$ cat config.mk
export PLATFORM = sky130hd
export DESIGN_NAME = output_pair_route_config
export DESIGN_NICKNAME = d
export VERILOG_FILES = /design/src/hw/out_pair_pkg.sv /design/src/hw/output_pair_route_config.sv
export SDC_FILE = /design/constraint.sdc
export NUM_CORES = 1
export LEC_CHECK = 0
export ABC_AREA = 1
export BUFFER_PORTS_ARGS = -buffer_cell sky130_fd_sc_hd__buf_2
export CAP_MARGIN = 20
export CORE_MARGIN = 4
export CORE_UTILIZATION = 55
export CTS_BUF_LIST = sky130_fd_sc_hd__clkbuf_8
export DETAILED_ROUTE_END_ITERATION = 6
export PLACE_DENSITY = 0.93
export SLEW_MARGIN = 20
export SYNTH_ARGS = -nofsm -noshare
export SYNTH_HDL_FRONTEND = slang
export SYNTH_SLANG_ARGS = --single-unit
$ cat constraint.sdc
create_clock -name clk_sys -period 2.5 [get_ports clk_sys]
set_input_delay 0.75 -clock clk_sys [delete_from_list [all_inputs] [get_ports clk_sys]]
set_output_delay 0.75 -clock clk_sys [all_outputs]
set_load 0.02 [all_outputs]
$ cat src/hw/out_pair_pkg.sv
// constants and types for the first output pair configuration bank
// assumes a byte-wide register port clocked by the device control clock
// How it works
// - bits 7-5 of the route register hold the output source, reset 1: 1 dac, 2 bypass, 3 both.
// - source 4 sends dac to the positive and the positive bypass input to the negative output.
// - routing 0 differential, 1 stereo single-ended, 2 mono positive only, 3 mono negative only.
// - routing 4 and 5 pseudo-differential with negative as common mode, 6 positive as it.
// - bit 1 of the route register picks the common-mode level, 0 after reset.
// - bit 0 of the route register is read-only zero and software writes only zero.
// - bits 7-6 of the drive register pick the positive drive strength, reset 0.
// - bits 5-3 of the drive register set the positive level, reset 4 meaning 0 dB.
// - bit 2 of the drive register picks negative bypass impedance, 0 is 4.4 kilo-ohm.
// - bit 1 of the drive register picks bypass input type, 0 differential, 1 single-ended.
// - bit 0 of the drive register picks dac bandwidth, 0 is 24 kHz, 1 is 96 kHz.
// - route register at 0x64, drive register at 0x65, both reset to 0x20.
package out_pair_pkg;
    localparam logic [7:0] ROUTE_ADDR = 8'h64;
    localparam logic [7:0] DRIVE_ADDR = 8'h65;
    localparam logic [7:0] ROUTE_RESET = 8'h20;
    localparam logic [7:0] DRIVE_RESET = 8'h20;
    localparam logic [7:0] ROUTE_WR_MASK = 8'hfe;
    localparam int SRC_LSB = 5;
    localparam int ROUTING_LSB = 2;
    localparam int VCOM_BIT = 1;
    localparam int DRIVE_LSB = 6;
    localparam int LEVEL_LSB = 3;
    localparam int IMP_BIT = 2;
    localparam int BYP_TYPE_BIT = 1;
    localparam int BW_BIT = 0;

    typedef enum logic [2:0] {
        SRC_RSVD0 = 3'h0, SRC_DAC = 3'h1, SRC_BYPASS = 3'h2, SRC_MIX = 3'h3,
        SRC_SPLIT_P = 3'h4, SRC_SPLIT_M = 3'h5, SRC_RSVD6 = 3'h6, SRC_RSVD7 = 3'h7
    } out_source_sel_t;

    typedef enum logic [2:0] {
        RT_DIFF = 3'h0, RT_STEREO_SE = 3'h1, RT_MONO_POS = 3'h2, RT_MONO_NEG = 3'h3,
        RT_PSEUDO_NEG = 3'h4, RT_PSEUDO_NEG_SENSE = 3'h5, RT_PSEUDO_POS = 3'h6,
        RT_RSVD7 = 3'h7
    } out_routing_sel_t;

    typedef enum logic [2:0] {
        LVL_RSVD0 = 3'h0, LVL_RSVD1 = 3'h1, LVL_P12 = 3'h2, LVL_P6 = 3'h3,
        LVL_0 = 3'h4, LVL_M6 = 3'h5, LVL_M12 = 3'h6, LVL_RSVD7 = 3'h7
    } pos_out_level_sel_t;

    // decoded controls for the analog output stage
    typedef struct packed {
        out_source_sel_t out_source_sel;
        out_routing_sel_t out_routing_sel;
        logic out_common_mode_sel;
        logic [1:0] pos_out_drive_sel;
        pos_out_level_sel_t pos_out_level_sel;
        logic neg_in_bypass_impedance;
        logic bypass_input_type;
        logic dac_pair_bandwidth_sel;
        logic dac_to_pos;
        logic dac_to_neg;
        logic byp_to_pos;
        logic byp_to_neg;
        logic pos_is_vcom;
        logic neg_is_vcom;
        logic ext_sense;
        logic cfg_reserved;
    } out_stage_ctrl_t;
endpackage

$ cat src/hw/output_pair_route_config.sv
// register bank and decoder for the first output channel pair
// assumes single-cycle write and read strobes on the device control port
`timescale 1ns/1ps
`default_nettype none
module output_pair_route_config (
    input wire logic clk_sys, // device control clock
    input wire logic rst, // synchronous reset, active high
    input wire logic [7:0] reg_addr, // register address
    input wire logic reg_wr_en, // write strobe, one cycle
    input wire logic [7:0] reg_wr_data, // write data
    input wire logic reg_rd_en, // read strobe, one cycle
    output logic [7:0] reg_rd_data, // read data, registered
    output logic reg_rd_valid, // read data valid, one cycle
    output out_pair_pkg::out_stage_ctrl_t stage_ctrl // controls to the output stage
);
    import out_pair_pkg::*;

    // ==========================================================
    // register storage
    logic [7:0] route_q;
    logic [7:0] route_d;
    logic [7:0] drive_q;
    logic [7:0] drive_d;
    logic [7:0] rd_data_q;
    logic [7:0] rd_data_d;
    logic rd_valid_q;
    out_stage_ctrl_t ctrl_q;
    out_stage_ctrl_t ctrl_d;

    wire hit_route = (reg_addr == ROUTE_ADDR);
    wire hit_drive = (reg_addr == DRIVE_ADDR);
    wire wr_route = reg_wr_en && hit_route;
    wire wr_drive = reg_wr_en && hit_drive;

    // reserved bit 0 never stores, so it always reads zero
    assign route_d = wr_route ? (reg_wr_data & ROUTE_WR_MASK) : route_q;
    assign drive_d = wr_drive ? reg_wr_data : drive_q;

    // unmapped addresses read as zero
    assign rd_data_d = hit_route ? route_q : (hit_drive ? drive_q : 8'h00);

    always_ff @(posedge clk_sys) begin
        if (rst) begin
            route_q <= ROUTE_RESET;
            drive_q <= DRIVE_RESET;
        end else begin
            route_q <= route_d;
            drive_q <= drive_d;
        end
    end

    always_ff @(posedge clk_sys) begin
        if (rst) begin
            rd_data_q <= 8'h00;
            rd_valid_q <= 1'b0;
        end else begin
            rd_data_q <= reg_rd_en ? rd_data_d : rd_data_q;
            rd_valid_q <= reg_rd_en;
        end
    end

    assign reg_rd_data = rd_data_q;
    assign reg_rd_valid = rd_valid_q;

    // ==========================================================
    // field decode
    wire [2:0] src_d = route_d[SRC_LSB +: 3];
    wire [2:0] rt_d = route_d[ROUTING_LSB +: 3];
    wire [2:0] lvl_d = drive_d[LEVEL_LSB +: 3];
    wire src_split = (src_d == SRC_SPLIT_P) || (src_d == SRC_SPLIT_M);
    wire src_has_dac = (src_d == SRC_DAC) || (src_d == SRC_MIX);
    wire src_has_byp = (src_d == SRC_BYPASS) || (src_d == SRC_MIX);
    // routing is ignored under a split source, software must not rely on it
    wire rt_pos_vcom = !src_split && (rt_d == RT_PSEUDO_POS);
    wire rt_neg_vcom = !src_split && ((rt_d == RT_PSEUDO_NEG) || (rt_d == RT_PSEUDO_NEG_SENSE));
    wire rt_pos_used = !rt_pos_vcom && (rt_d != RT_MONO_NEG) && (rt_d != RT_RSVD7);
    wire rt_neg_used = !rt_neg_vcom && (rt_d != RT_MONO_POS) && (rt_d != RT_RSVD7);
    wire src_rsvd = (src_d == SRC_RSVD0) || (src_d == SRC_RSVD6) || (src_d == SRC_RSVD7);
    wire lvl_rsvd = (lvl_d == LVL_RSVD0) || (lvl_d == LVL_RSVD1) || (lvl_d == LVL_RSVD7);
    // level misuse is flagged only, the stage still receives the value
    wire lvl_misuse = ((lvl_d == LVL_P12) && (src_d != SRC_BYPASS))
        || (((lvl_d == LVL_P6) || (lvl_d == LVL_M6) || (lvl_d == LVL_M12)) && !src_has_byp)
        || ((lvl_d == LVL_M12) && drive_d[IMP_BIT]);

    always_comb begin
        ctrl_d = '0;
        ctrl_d.out_source_sel = out_source_sel_t'(src_d);
        ctrl_d.out_routing_sel = out_routing_sel_t'(rt_d);
        ctrl_d.out_common_mode_sel = route_d[VCOM_BIT];
        ctrl_d.pos_out_drive_sel = drive_d[DRIVE_LSB +: 2];
        ctrl_d.pos_out_level_sel = pos_out_level_sel_t'(lvl_d);
        ctrl_d.neg_in_bypass_impedance = drive_d[IMP_BIT];
        ctrl_d.bypass_input_type = drive_d[BYP_TYPE_BIT];
        ctrl_d.dac_pair_bandwidth_sel = drive_d[BW_BIT];
        ctrl_d.pos_is_vcom = rt_pos_vcom;
        ctrl_d.neg_is_vcom = rt_neg_vcom;
        ctrl_d.ext_sense = !src_split && (rt_d == RT_PSEUDO_NEG_SENSE);
        ctrl_d.cfg_reserved = src_rsvd || lvl_rsvd || lvl_misuse
            || (!src_split && (rt_d == RT_RSVD7));
        case (src_d)
            SRC_SPLIT_P: begin
                ctrl_d.dac_to_pos = 1'b1;
                ctrl_d.byp_to_neg = 1'b1;
            end
            SRC_SPLIT_M: begin
                ctrl_d.byp_to_pos = 1'b1;
                ctrl_d.dac_to_neg = 1'b1;
            end
            default: begin
                ctrl_d.dac_to_pos = src_has_dac && rt_pos_used;
                ctrl_d.dac_to_neg = src_has_dac && rt_neg_used;
                ctrl_d.byp_to_pos = src_has_byp && rt_pos_used;
                ctrl_d.byp_to_neg = src_has_byp && rt_neg_used;
            end
        endcase
    end

    // decoded from next-state values so controls track the registers
    always_ff @(posedge clk_sys) begin
        if (rst) begin
            ctrl_q <= '0;
            ctrl_q.out_source_sel <= SRC_DAC;
            ctrl_q.pos_out_level_sel <= LVL_0;
            ctrl_q.dac_to_pos <= 1'b1;
            ctrl_q.dac_to_neg <= 1'b1;
        end else begin
            ctrl_q <= ctrl_d;
        end
    end

    assign stage_ctrl = ctrl_q;

    // ==========================================================
    // assertions
    property p_src_reset;
        @(posedge clk_sys) $fell(rst) |-> route_q[7:5] == 3'h1 && stage_ctrl.dac_to_pos;
    endproperty
    a_src_reset: assert property (p_src_reset) else $error("source not dac after reset");

    property p_split_p;
        @(posedge clk_sys) disable iff (rst)
        stage_ctrl.out_source_sel == SRC_SPLIT_P |->
            stage_ctrl.dac_to_pos && stage_ctrl.byp_to_neg && !stage_ctrl.dac_to_neg;
    endproperty
    a_split_p: assert property (p_split_p) else $error("split 4 routed wrong");

    property p_split_m;
        @(posedge clk_sys) disable iff (rst)
        stage_ctrl.out_source_sel == SRC_SPLIT_M |->
            stage_ctrl.byp_to_pos && stage_ctrl.dac_to_neg && !stage_ctrl.dac_to_pos;
    endproperty
    a_split_m: assert property (p_split_m) else $error("split 5 routed wrong");

    property p_mono_pos;
        @(posedge clk_sys) disable iff (rst)
        stage_ctrl.out_source_sel == SRC_DAC && stage_ctrl.out_routing_sel == RT_MONO_POS
            |-> stage_ctrl.dac_to_pos && !stage_ctrl.dac_to_neg;
    endproperty
    a_mono_pos: assert property (p_mono_pos) else $error("mono positive routed wrong");

    property p_pseudo_pos;
        @(posedge clk_sys) disable iff (rst)
        stage_ctrl.out_source_sel == SRC_BYPASS && stage_ctrl.out_routing_sel == RT_PSEUDO_POS
            |-> stage_ctrl.pos_is_vcom && !stage_ctrl.byp_to_pos && stage_ctrl.byp_to_neg;
    endproperty
    a_pseudo_pos: assert property (p_pseudo_pos) else $error("pseudo positive wrong");

    property p_vcom_follows;
        @(posedge clk_sys) disable iff (rst)
        wr_route |=> stage_ctrl.out_common_mode_sel == $past(reg_wr_data[1]);
    endproperty
    a_vcom_follows: assert property (p_vcom_follows) else $error("common mode not updated");

    property p_rsvd_zero;
        @(posedge clk_sys) disable iff (rst)
        reg_rd_en && hit_route |=> !reg_rd_data[0] && reg_rd_valid;
    endproperty
    a_rsvd_zero: assert property (p_rsvd_zero) else $error("reserved bit read as one");

    property p_drive_write;
        @(posedge clk_sys) disable iff (rst)
        wr_drive |=> stage_ctrl.pos_out_drive_sel == $past(reg_wr_data[7:6])
            && stage_ctrl.pos_out_level_sel == $past(reg_wr_data[5:3]);
    endproperty
    a_drive_write: assert property (p_drive_write) else $error("drive or level not taken");

    property p_low_bits;
        @(posedge clk_sys) disable iff (rst)
        wr_drive |=> {stage_ctrl.neg_in_bypass_impedance, stage_ctrl.bypass_input_type,
            stage_ctrl.dac_pair_bandwidth_sel} == $past(reg_wr_data[2:0]);
    endproperty
    a_low_bits: assert property (p_low_bits) else $error("low drive bits not taken");

    property p_readback;
        @(posedge clk_sys) disable iff (rst)
        wr_drive ##1 (reg_rd_en && hit_drive && !reg_wr_en) |=> reg_rd_data == $past(reg_wr_data, 2);
    endproperty
    a_readback: assert property (p_readback) else $error("drive register readback wrong");

    property p_reset_value;
        @(posedge clk_sys) $fell(rst) |-> route_q == 8'h20 && drive_q == 8'h20;
    endproperty
    a_reset_value: assert property (p_reset_value) else $error("reset value wrong");

    // ==========================================================
    // write path and read port
    property p_rt_fields;
        @(posedge clk_sys) disable iff (rst)
        wr_route |=> stage_ctrl.out_source_sel == $past(reg_wr_data[7:5])
            && stage_ctrl.out_routing_sel == $past(reg_wr_data[4:2]);
    endproperty
    a_rt_fields: assert property (p_rt_fields) else $error("route fields lost");

    property p_route_store;
        @(posedge clk_sys) disable iff (rst)
        wr_route |=> route_q == ($past(reg_wr_data) & ROUTE_WR_MASK);
    endproperty
    a_route_store: assert property (p_route_store) else $error("route not stored");

    property p_drive_store;
        @(posedge clk_sys) disable iff (rst)
        wr_drive |=> drive_q == $past(reg_wr_data);
    endproperty
    a_drive_store: assert property (p_drive_store) else $error("drive not stored");

    // controls move only on a write, so a stray address cannot glitch the stage
    property p_hold;
        @(posedge clk_sys) disable iff (rst)
        !wr_route && !wr_drive |=> $stable(stage_ctrl);
    endproperty
    a_hold: assert property (p_hold) else $error("controls moved without a write");

    property p_unmapped_wr;
        @(posedge clk_sys) disable iff (rst)
        reg_wr_en && !hit_route && !hit_drive |=> $stable(route_q) && $stable(drive_q);
    endproperty
    a_unmapped_wr: assert property (p_unmapped_wr) else $error("unmapped write stored");

    property p_rd_valid;
        @(posedge clk_sys) disable iff (rst)
        reg_rd_en |=> reg_rd_valid;
    endproperty
    a_rd_valid: assert property (p_rd_valid) else $error("read valid missing");

    property p_rd_drop;
        @(posedge clk_sys) disable iff (rst)
        !reg_rd_en |=> !reg_rd_valid;
    endproperty
    a_rd_drop: assert property (p_rd_drop) else $error("read valid without read");

    // unmapped reads answer zero so software never sees a stale byte
    property p_unmapped_rd;
        @(posedge clk_sys) disable iff (rst)
        reg_rd_en && !hit_route && !hit_drive |=> reg_rd_data == 8'h00;
    endproperty
    a_unmapped_rd: assert property (p_unmapped_rd) else $error("unmapped read not zero");

    // ==========================================================
    // routing decode
    property p_mono_neg;
        @(posedge clk_sys) disable iff (rst)
        stage_ctrl.out_source_sel == SRC_DAC && stage_ctrl.out_routing_sel == RT_MONO_NEG
            |-> stage_ctrl.dac_to_neg && !stage_ctrl.dac_to_pos;
    endproperty
    a_mono_neg: assert property (p_mono_neg) else $error("mono negative routed wrong");

    property p_stereo_byp;
        @(posedge clk_sys) disable iff (rst)
        stage_ctrl.out_source_sel == SRC_BYPASS && stage_ctrl.out_routing_sel == RT_STEREO_SE
            |-> stage_ctrl.byp_to_pos && stage_ctrl.byp_to_neg && !stage_ctrl.dac_to_pos
            && !stage_ctrl.dac_to_neg;
    endproperty
    a_stereo_byp: assert property (p_stereo_byp) else $error("stereo bypass wrong");

    property p_mix_diff;
        @(posedge clk_sys) disable iff (rst)
        stage_ctrl.out_source_sel == SRC_MIX && stage_ctrl.out_routing_sel == RT_DIFF
            |-> stage_ctrl.dac_to_pos && stage_ctrl.dac_to_neg && stage_ctrl.byp_to_pos
            && stage_ctrl.byp_to_neg && !stage_ctrl.pos_is_vcom && !stage_ctrl.neg_is_vcom;
    endproperty
    a_mix_diff: assert property (p_mix_diff) else $error("mix routed wrong");

    property p_pseudo_neg;
        @(posedge clk_sys) disable iff (rst)
        stage_ctrl.out_source_sel == SRC_BYPASS && stage_ctrl.out_routing_sel == RT_PSEUDO_NEG
            |-> stage_ctrl.neg_is_vcom && stage_ctrl.byp_to_pos && !stage_ctrl.byp_to_neg
            && !stage_ctrl.ext_sense;
    endproperty
    a_pseudo_neg: assert property (p_pseudo_neg) else $error("pseudo negative wrong");

    property p_sense;
        @(posedge clk_sys) disable iff (rst)
        stage_ctrl.out_source_sel == SRC_DAC && stage_ctrl.out_routing_sel == RT_PSEUDO_NEG_SENSE
            |-> stage_ctrl.ext_sense && stage_ctrl.neg_is_vcom && stage_ctrl.dac_to_pos
            && !stage_ctrl.dac_to_neg;
    endproperty
    a_sense: assert property (p_sense) else $error("external sense wrong");

    property p_split_vcom;
        @(posedge clk_sys) disable iff (rst)
        stage_ctrl.out_source_sel inside {SRC_SPLIT_P, SRC_SPLIT_M}
            |-> !stage_ctrl.pos_is_vcom && !stage_ctrl.neg_is_vcom && !stage_ctrl.ext_sense;
    endproperty
    a_split_vcom: assert property (p_split_vcom) else $error("split source took routing");

    // a reserved source drives nothing, so no output gets a half-defined mix
    property p_rsvd_src;
        @(posedge clk_sys) disable iff (rst)
        stage_ctrl.out_source_sel inside {SRC_RSVD0, SRC_RSVD6, SRC_RSVD7}
            |-> stage_ctrl.cfg_reserved && !stage_ctrl.dac_to_pos && !stage_ctrl.dac_to_neg
            && !stage_ctrl.byp_to_pos && !stage_ctrl.byp_to_neg;
    endproperty
    a_rsvd_src: assert property (p_rsvd_src) else $error("reserved source drove a path");

    property p_lvl_rsvd;
        @(posedge clk_sys) disable iff (rst)
        stage_ctrl.pos_out_level_sel inside {LVL_RSVD0, LVL_RSVD1, LVL_RSVD7}
            |-> stage_ctrl.cfg_reserved;
    endproperty
    a_lvl_rsvd: assert property (p_lvl_rsvd) else $error("reserved level not flagged");

    c_split: cover property (@(posedge clk_sys) stage_ctrl.out_source_sel == SRC_SPLIT_M);
    c_mix_diff: cover property (@(posedge clk_sys)
        stage_ctrl.out_source_sel == SRC_MIX && stage_ctrl.out_routing_sel == RT_DIFF);
    c_sense: cover property (@(posedge clk_sys) stage_ctrl.ext_sense);
    c_reserved: cover property (@(posedge clk_sys) stage_ctrl.cfg_reserved);
endmodule
`default_nettype wire

### Word level (Yosys, flattened, before mapping)

Index checks and enable logic that the tools add are counted.
Widths: inputs -> output; s select.

* register bits after elaboration: 47
* latch bits: 0
* RAM bits: 0
* bits in read-only memories: 0
* input port bits: 20
* output and inout port bits: 32
* word-level logic and storage cells: 88
* memories kept: 0

* $add $sub $neg: 0
* $mul: 0
* divide/modulo/power cells: 0
* order comparisons: 0
* equal/unequal tests: 23
* shift-type cells: 0
* muxes and demuxes: 7
* bitwise gates (word level): 0
* reduce and logical (&&, ||, !) cells: 38

Operators by type and width (number)
* $eq 3x3->1 const B: 11
* $mux 8: 4
* $logic_and 1x1->1: 17
* $eq 8x7->1 const B: 2
* $logic_or 1x1->1: 15
* $eq 3x2->1 const B: 4
* $ne 3x2->1 const B: 3
* $eq 3x1->1 const B: 2
* $logic_not 3->1: 2
* $logic_not 1->1: 4
* $pmux 1 s2: 2
* $pmux 2 s2: 1
* $ne 3x3->1 const B: 1

### Logic depth before layout (Yosys ltp)

* depth after elaboration: 12
* mapped depth: 12
* gate-level depth less buffers: 12

### Least setup slack after synthesis

Ideal clock, no wire load.

* path kind: input port to flip-flop
* from: input reg_addr[4]
* to: register ctrl_q (netlist bit stage_ctrl[0])
* library setup time: 0.128 ns
* data arrival time: 1.701 ns
* data required time: 2.372 ns
* setup slack: 0.671 ns
* cell stages on the path: 12
* path buffers: 0
* cells stage by stage: inv_1 -> nand2_2 -> nor2_8 -> nand3_4 -> nand2_1 -> nand2_4 -> nor2_4 -> inv_1 -> nand2_1 -> nand2_1 -> nor2_1 -> a21oi_1

* word-level cells in the longest chain between the ends: 11
* elaborated cells between the ends (all ways): 41
* those cells by class: eq/ne (16); mux (2); reduce/logical (23)

RTL lines
* start: declaration: line output_pair_route_config.sv:8 `input wire logic [7:0] reg_addr,`
* $eq 8x7->1 (on tied branches): line output_pair_route_config.sv:31, output_pair_route_config.sv:30
* $logic_and 1x1->1 (on tied branches): line output_pair_route_config.sv:33, output_pair_route_config.sv:32
* $mux 8 (on tied branches): line output_pair_route_config.sv:37, output_pair_route_config.sv:36
* $eq 3x2->1 (tied with other cells): line output_pair_route_config.sv:82 `|| (((lvl_d == LVL_P6) || (lvl_d == LVL_M6) || (lvl_d == LVL_M12)) && !src_has_byp)`
* $logic_or 1x1->1 (on tied branches): line output_pair_route_config.sv:82, output_pair_route_config.sv:72
* $logic_or 1x1->1 or $logic_not 1->1 (tied branches): line output_pair_route_config.sv:82
* $logic_and 1x1->1: line output_pair_route_config.sv:82
* $logic_or 1x1->1: line output_pair_route_config.sv:82
* $logic_or 1x1->1: line output_pair_route_config.sv:83 `|| ((lvl_d == LVL_M12) && drive_d[IMP_BIT]);`
* $logic_or 1x1->1: line output_pair_route_config.sv:98 `ctrl_d.cfg_reserved = src_rsvd || lvl_rsvd || lvl_misuse`
* $logic_or 1x1->1 (*): line output_pair_route_config.sv:99 `|| (!src_split && (rt_d == RT_RSVD7));`
* end signal: assignment: line output_pair_route_config.sv:127 `ctrl_q <= ctrl_d;`
* end: declaration: line output_pair_route_config.sv:27 `out_stage_ctrl_t ctrl_q;`

Every way passes the cells marked *; elsewhere a longest branch is shown, timed or not.
A chain may end at the register's enable or synchronous reset.

### Worst setup path in the final report

* from: input reg_addr[3]
* to: register ctrl_q (netlist bit stage_ctrl[0])

Same word-level chain as after synthesis.

==> results_tabular.tex <==
\begin{tabular}{lr}
\hline
Metric & Value \\
\hline
\multicolumn{2}{l}{\textbf{Setup path}} \\
Required arrival time at the worst endpoint & 2.70 ns \\
Worst-case register-to-register setup slack & 1.30 ns \\
Max FO, Critical Path & 16 \\
Class of the most critical setup path & input pin to flop \\
Series of cell instances along the critical path & buf\_2 > inv\_1 > nand2\_2 > nor2\_4 > nand3\_4 > o21ai\_1 > o21ai\_0 > nand2\_1 > nand2\_1 > a21oi\_1 \\
Critical R2R Capture & stage\_ctrl[0] \\
Cell family with most CP delay & compound AO/OA/AOI/OAI gates \\
Launch instance of the worst register-to-register path & drive\_q[3] \\
Cell with the most instances on the worst path & nand2\_1 \\
Signal arrival time at the worst endpoint & 2.16 ns \\
CP Launch Type & input pin \\
CP max-delay cell & o21ai\_1 \\
Highest cell delay on the worst timing path & 0.31 ns \\
Path depth of the worst reg2reg path & 7 \\
Capturing element type of the critical path & flop \\
Combined buffer and inverter count along the critical path & 2 \\
\multicolumn{2}{l}{\textbf{Drt}} \\
Wire length on met2 & 1780 um \\
Detailed router's first-iteration violation count & 60 \\
Top metal layer carrying routed signals & met4 \\
Average vias per placed instance & 5.35 \\
Drt pass-1 iters & 4 \\
DRC violations left & 0 \\
Detailed route wirelength on metal3 & 327 um \\
Via count & 1541 \\
Routed wire length per instance & 13.0 um \\
Number of nets with antenna violations after detailed routing & 0 \\
Met1 wire length & 1510 um \\
Drt total wl & 3740 um \\
\multicolumn{2}{l}{\textbf{Clocking}} \\
CTS sink cnt & 32 \\
Insertion delay of the later-clocked pin in the worst-skew pair & 0.28 ns \\
Number of buffers inserted by post-CTS setup repair & 0 \\
Number of buffers inserted for hold repair after clock tree synthesis & 0 \\
Num CTS Buffers & 5 \\
Post-cts resize count & 0 \\
Clock root cell & clkbuf\_8 \\
TritonCTS clock tree & yes \\
Clock tree buffer depth & 2 \\
Clock Pin Slew Worst Setup and Hold Paths & 0.06 ns \\
Maximum level of the CTS H-tree & 2 \\
\multicolumn{2}{l}{\textbf{Pwr}} \\
Internal power of the cells & 730 uW \\
Clock network fraction of total power & 37.5\% \\
Maximum resistive drop on vdd & 0.470 mV \\
Static leakage & 0.000990 uW \\
Cell area power density & 514 nW/um2 \\
Switching fraction of total power & 24.4\% \\
Share of power burned in combinational logic & 8.6\% \\
Switching power & 235 uW \\
Share of total power in sequential cells & 53.9\% \\
\multicolumn{2}{l}{\textbf{GRT}} \\
Largest net degree at the start of global routing & 18 \\
Antenna violations before repair & 0 \\
Wire length of the first global-routing pass & 6030 um \\
Final global-route overflow total & 0 \\
All-Layer GR Usage & 22.4\% \\
Number of global-route vias before repair & 1347 \\
\multicolumn{2}{l}{\textbf{STA}} \\
Headroom to the max-slew limit & 72.3\% \\
Final Setup Violations & 0 \\
Setup repair after global routing missed its margin & no \\
Final Hold Violating Endpoints & 0 \\
Fin Setup TNS & 0 ns \\
Slew at the pin with the worst max-slew slack & 0.415 ns \\
Maximum achievable frequency & 511 MHz \\
Tcrit/Tclk final & 78.3\% \\
Final setup skew & 0.00401 ns \\
Final Max Tran Viols & 0 \\
Shortest period the worst path allows & 1.96 ns \\
\multicolumn{2}{l}{\textbf{Die}} \\
Full die area & 3710 um2 \\
Core Region & 2570 um2 \\
Starting density of the core & 59.9\% \\
Height of the die & 60.9 um \\
DIE WIDTH & 60.9 um \\
Number of cell rows & 18 \\
Total I/O pin count & 52 \\
\multicolumn{2}{l}{\textbf{Final layout}} \\
Layout Nets & 278 \\
Number of filler cells placed in the layout & 198 \\
Antenna cell count & 0 \\
Core Util, Final & 73.2\% \\
Area growth from synthesis to final layout & 22.2\% \\
Share of final-layout standard cells stronger than drive strength 1 & 30.6\% \\
Leading cell type in the layout, fill and taps excluded & buf\_2 \\
Layout Cells excl Fill & 288 \\
Commonest non-fill, non-tap cells in the layout & 51 x buf\_2, 41 x inv\_1, 37 x nand2\_1 \\
\multicolumn{2}{l}{\textbf{Worst hold path}} \\
Worst hold path startpoint & reg\_rd\_data[0] \\
Worst hold path cell count & 2 \\
Worst-case hold path end point & reg\_rd\_data[0] \\
Path class of the lowest-slack min-delay path & flop to flop \\
\multicolumn{2}{l}{\textbf{Placed design}} \\
Final HPWL from detailed placement & 2810 um \\
GPL Wtd Cong & 0.883 \\
Count of input and output buffers & 51 \\
Placed Cells incl. Taps & 281 \\
\multicolumn{2}{l}{\textbf{Synth}} \\
Total nets after synthesis & 227 \\
Synth warnings & 0 \\
Sequential element share of the synthesized area & 41.7\% \\
Number of different library cells in the post-synthesis netlist & 22 \\
Mapped Cells & 207 \\
Synthesized cell area & 1540 um2 \\
Mapped Avg Cell Area & 7.43 um2 \\
Register bit count reported by yosys & 32 \\
\multicolumn{2}{l}{\textbf{Flow run}} \\
Maximum Capacitance Violations & 0 \\
\multicolumn{2}{l}{\textbf{Outcome}} \\
Status & finished, final reports clean \\
\hline
\end{tabular}
==> cells in the mapped netlist, drive strengths merged <==
master	number	area share [%]
nand4	6	2.4
inv	42	10
dfxtp	32	42
o21ai	10	3.3
nand3	16	7.5
clkbuf	5	1.2
nor3	1	0.33
o221ai	5	2.8
a21oi	9	2.9
nor2	24	8.9
nand2	46	14
o211ai	9	4.4
buf	2	0.65
==> sequential cells by signal, indices dropped and copies added, names as in the netlist <==
name and count:
drive_q 8, reg_rd_data 8, reg_rd_valid 1, route_q 7
stage_ctrl 8
==> metrics by stage <==
stage / hold slack [ns] / cell area [um2] / setup WS [ns] / total power [uW]
3_3_place_gp: 0.451 / 1800 / 0.329 / 611
4_1_cts: 0.472 / 1880 / 0.571 / 968
6_report: 0.474 / 1880 / 0.543 / 965
2_1_floorplan: 0.532 / 1540 / 0.671 / 583
5_1_grt: 0.495 / 1880 / 0.373 / 1000
3_5_place_dp: 0.462 / 1800 / 0.316 / 614
==> power by group through the flow <==
stage | combinational (uW) | clock (uW) | sequential, uW
after floorplan | 42.3 | 0 | 541
after global placement | 80.3 | 0 | 531
after detailed placement | 82.2 | 0 | 532
after CTS | 82.8 | 365 | 520
after global routing | 92.4 | 390 | 521
final | 82.7 | 362 | 520
==> tightest hold or removal path, stage by stage (launching register included) <==
cell	delay, ns
dfxtp_1	0.31
nand2_1	0.06
a21oi_1	0.06
==> cell type report <==
class	count	area, um2	area share [%]
clock buffer	5	68.8	3.66
clock inverter	2	8.76	0.466
inverter	42	158	8.39
multi-input combinational	126	711	37.8
sequential	32	641	34.1
tap	30	37.5	2.00
timing repair buffer	51	255	13.6
==> worst max-delay path by stage <==
stage,start,end,slack [ns],cells past startpoint
6_report,reg_addr[3],stage_ctrl[0],0.54,10
5_1_grt,reg_addr[3],stage_ctrl[0],0.37,11
4_1_cts,reg_addr[3],stage_ctrl[0],0.57,10
3_5_place_dp,reg_addr[3],stage_ctrl[0],0.32,10
3_3_place_gp,reg_addr[3],stage_ctrl[0],0.33,10
2_1_floorplan,reg_addr[4],stage_ctrl[0],0.67,12
==> cell families (layout without fill, tap and decap cells) <==
logic type	Yosys count	count (layout)	synth area share (%)
simple gates	93	93	32.8
buf+inv	49	100	12.1
compound gates	33	33	13.4
flops	32	32	41.7
==> per-layer routing <==
layer	up-vias	GRT usage [%]
met2	78	35.3
li1	761	-
met3	15	5.74
met1	687	28.3
met4	0	11.1
met5	-	0
Power figures use the tool's default switching activity.
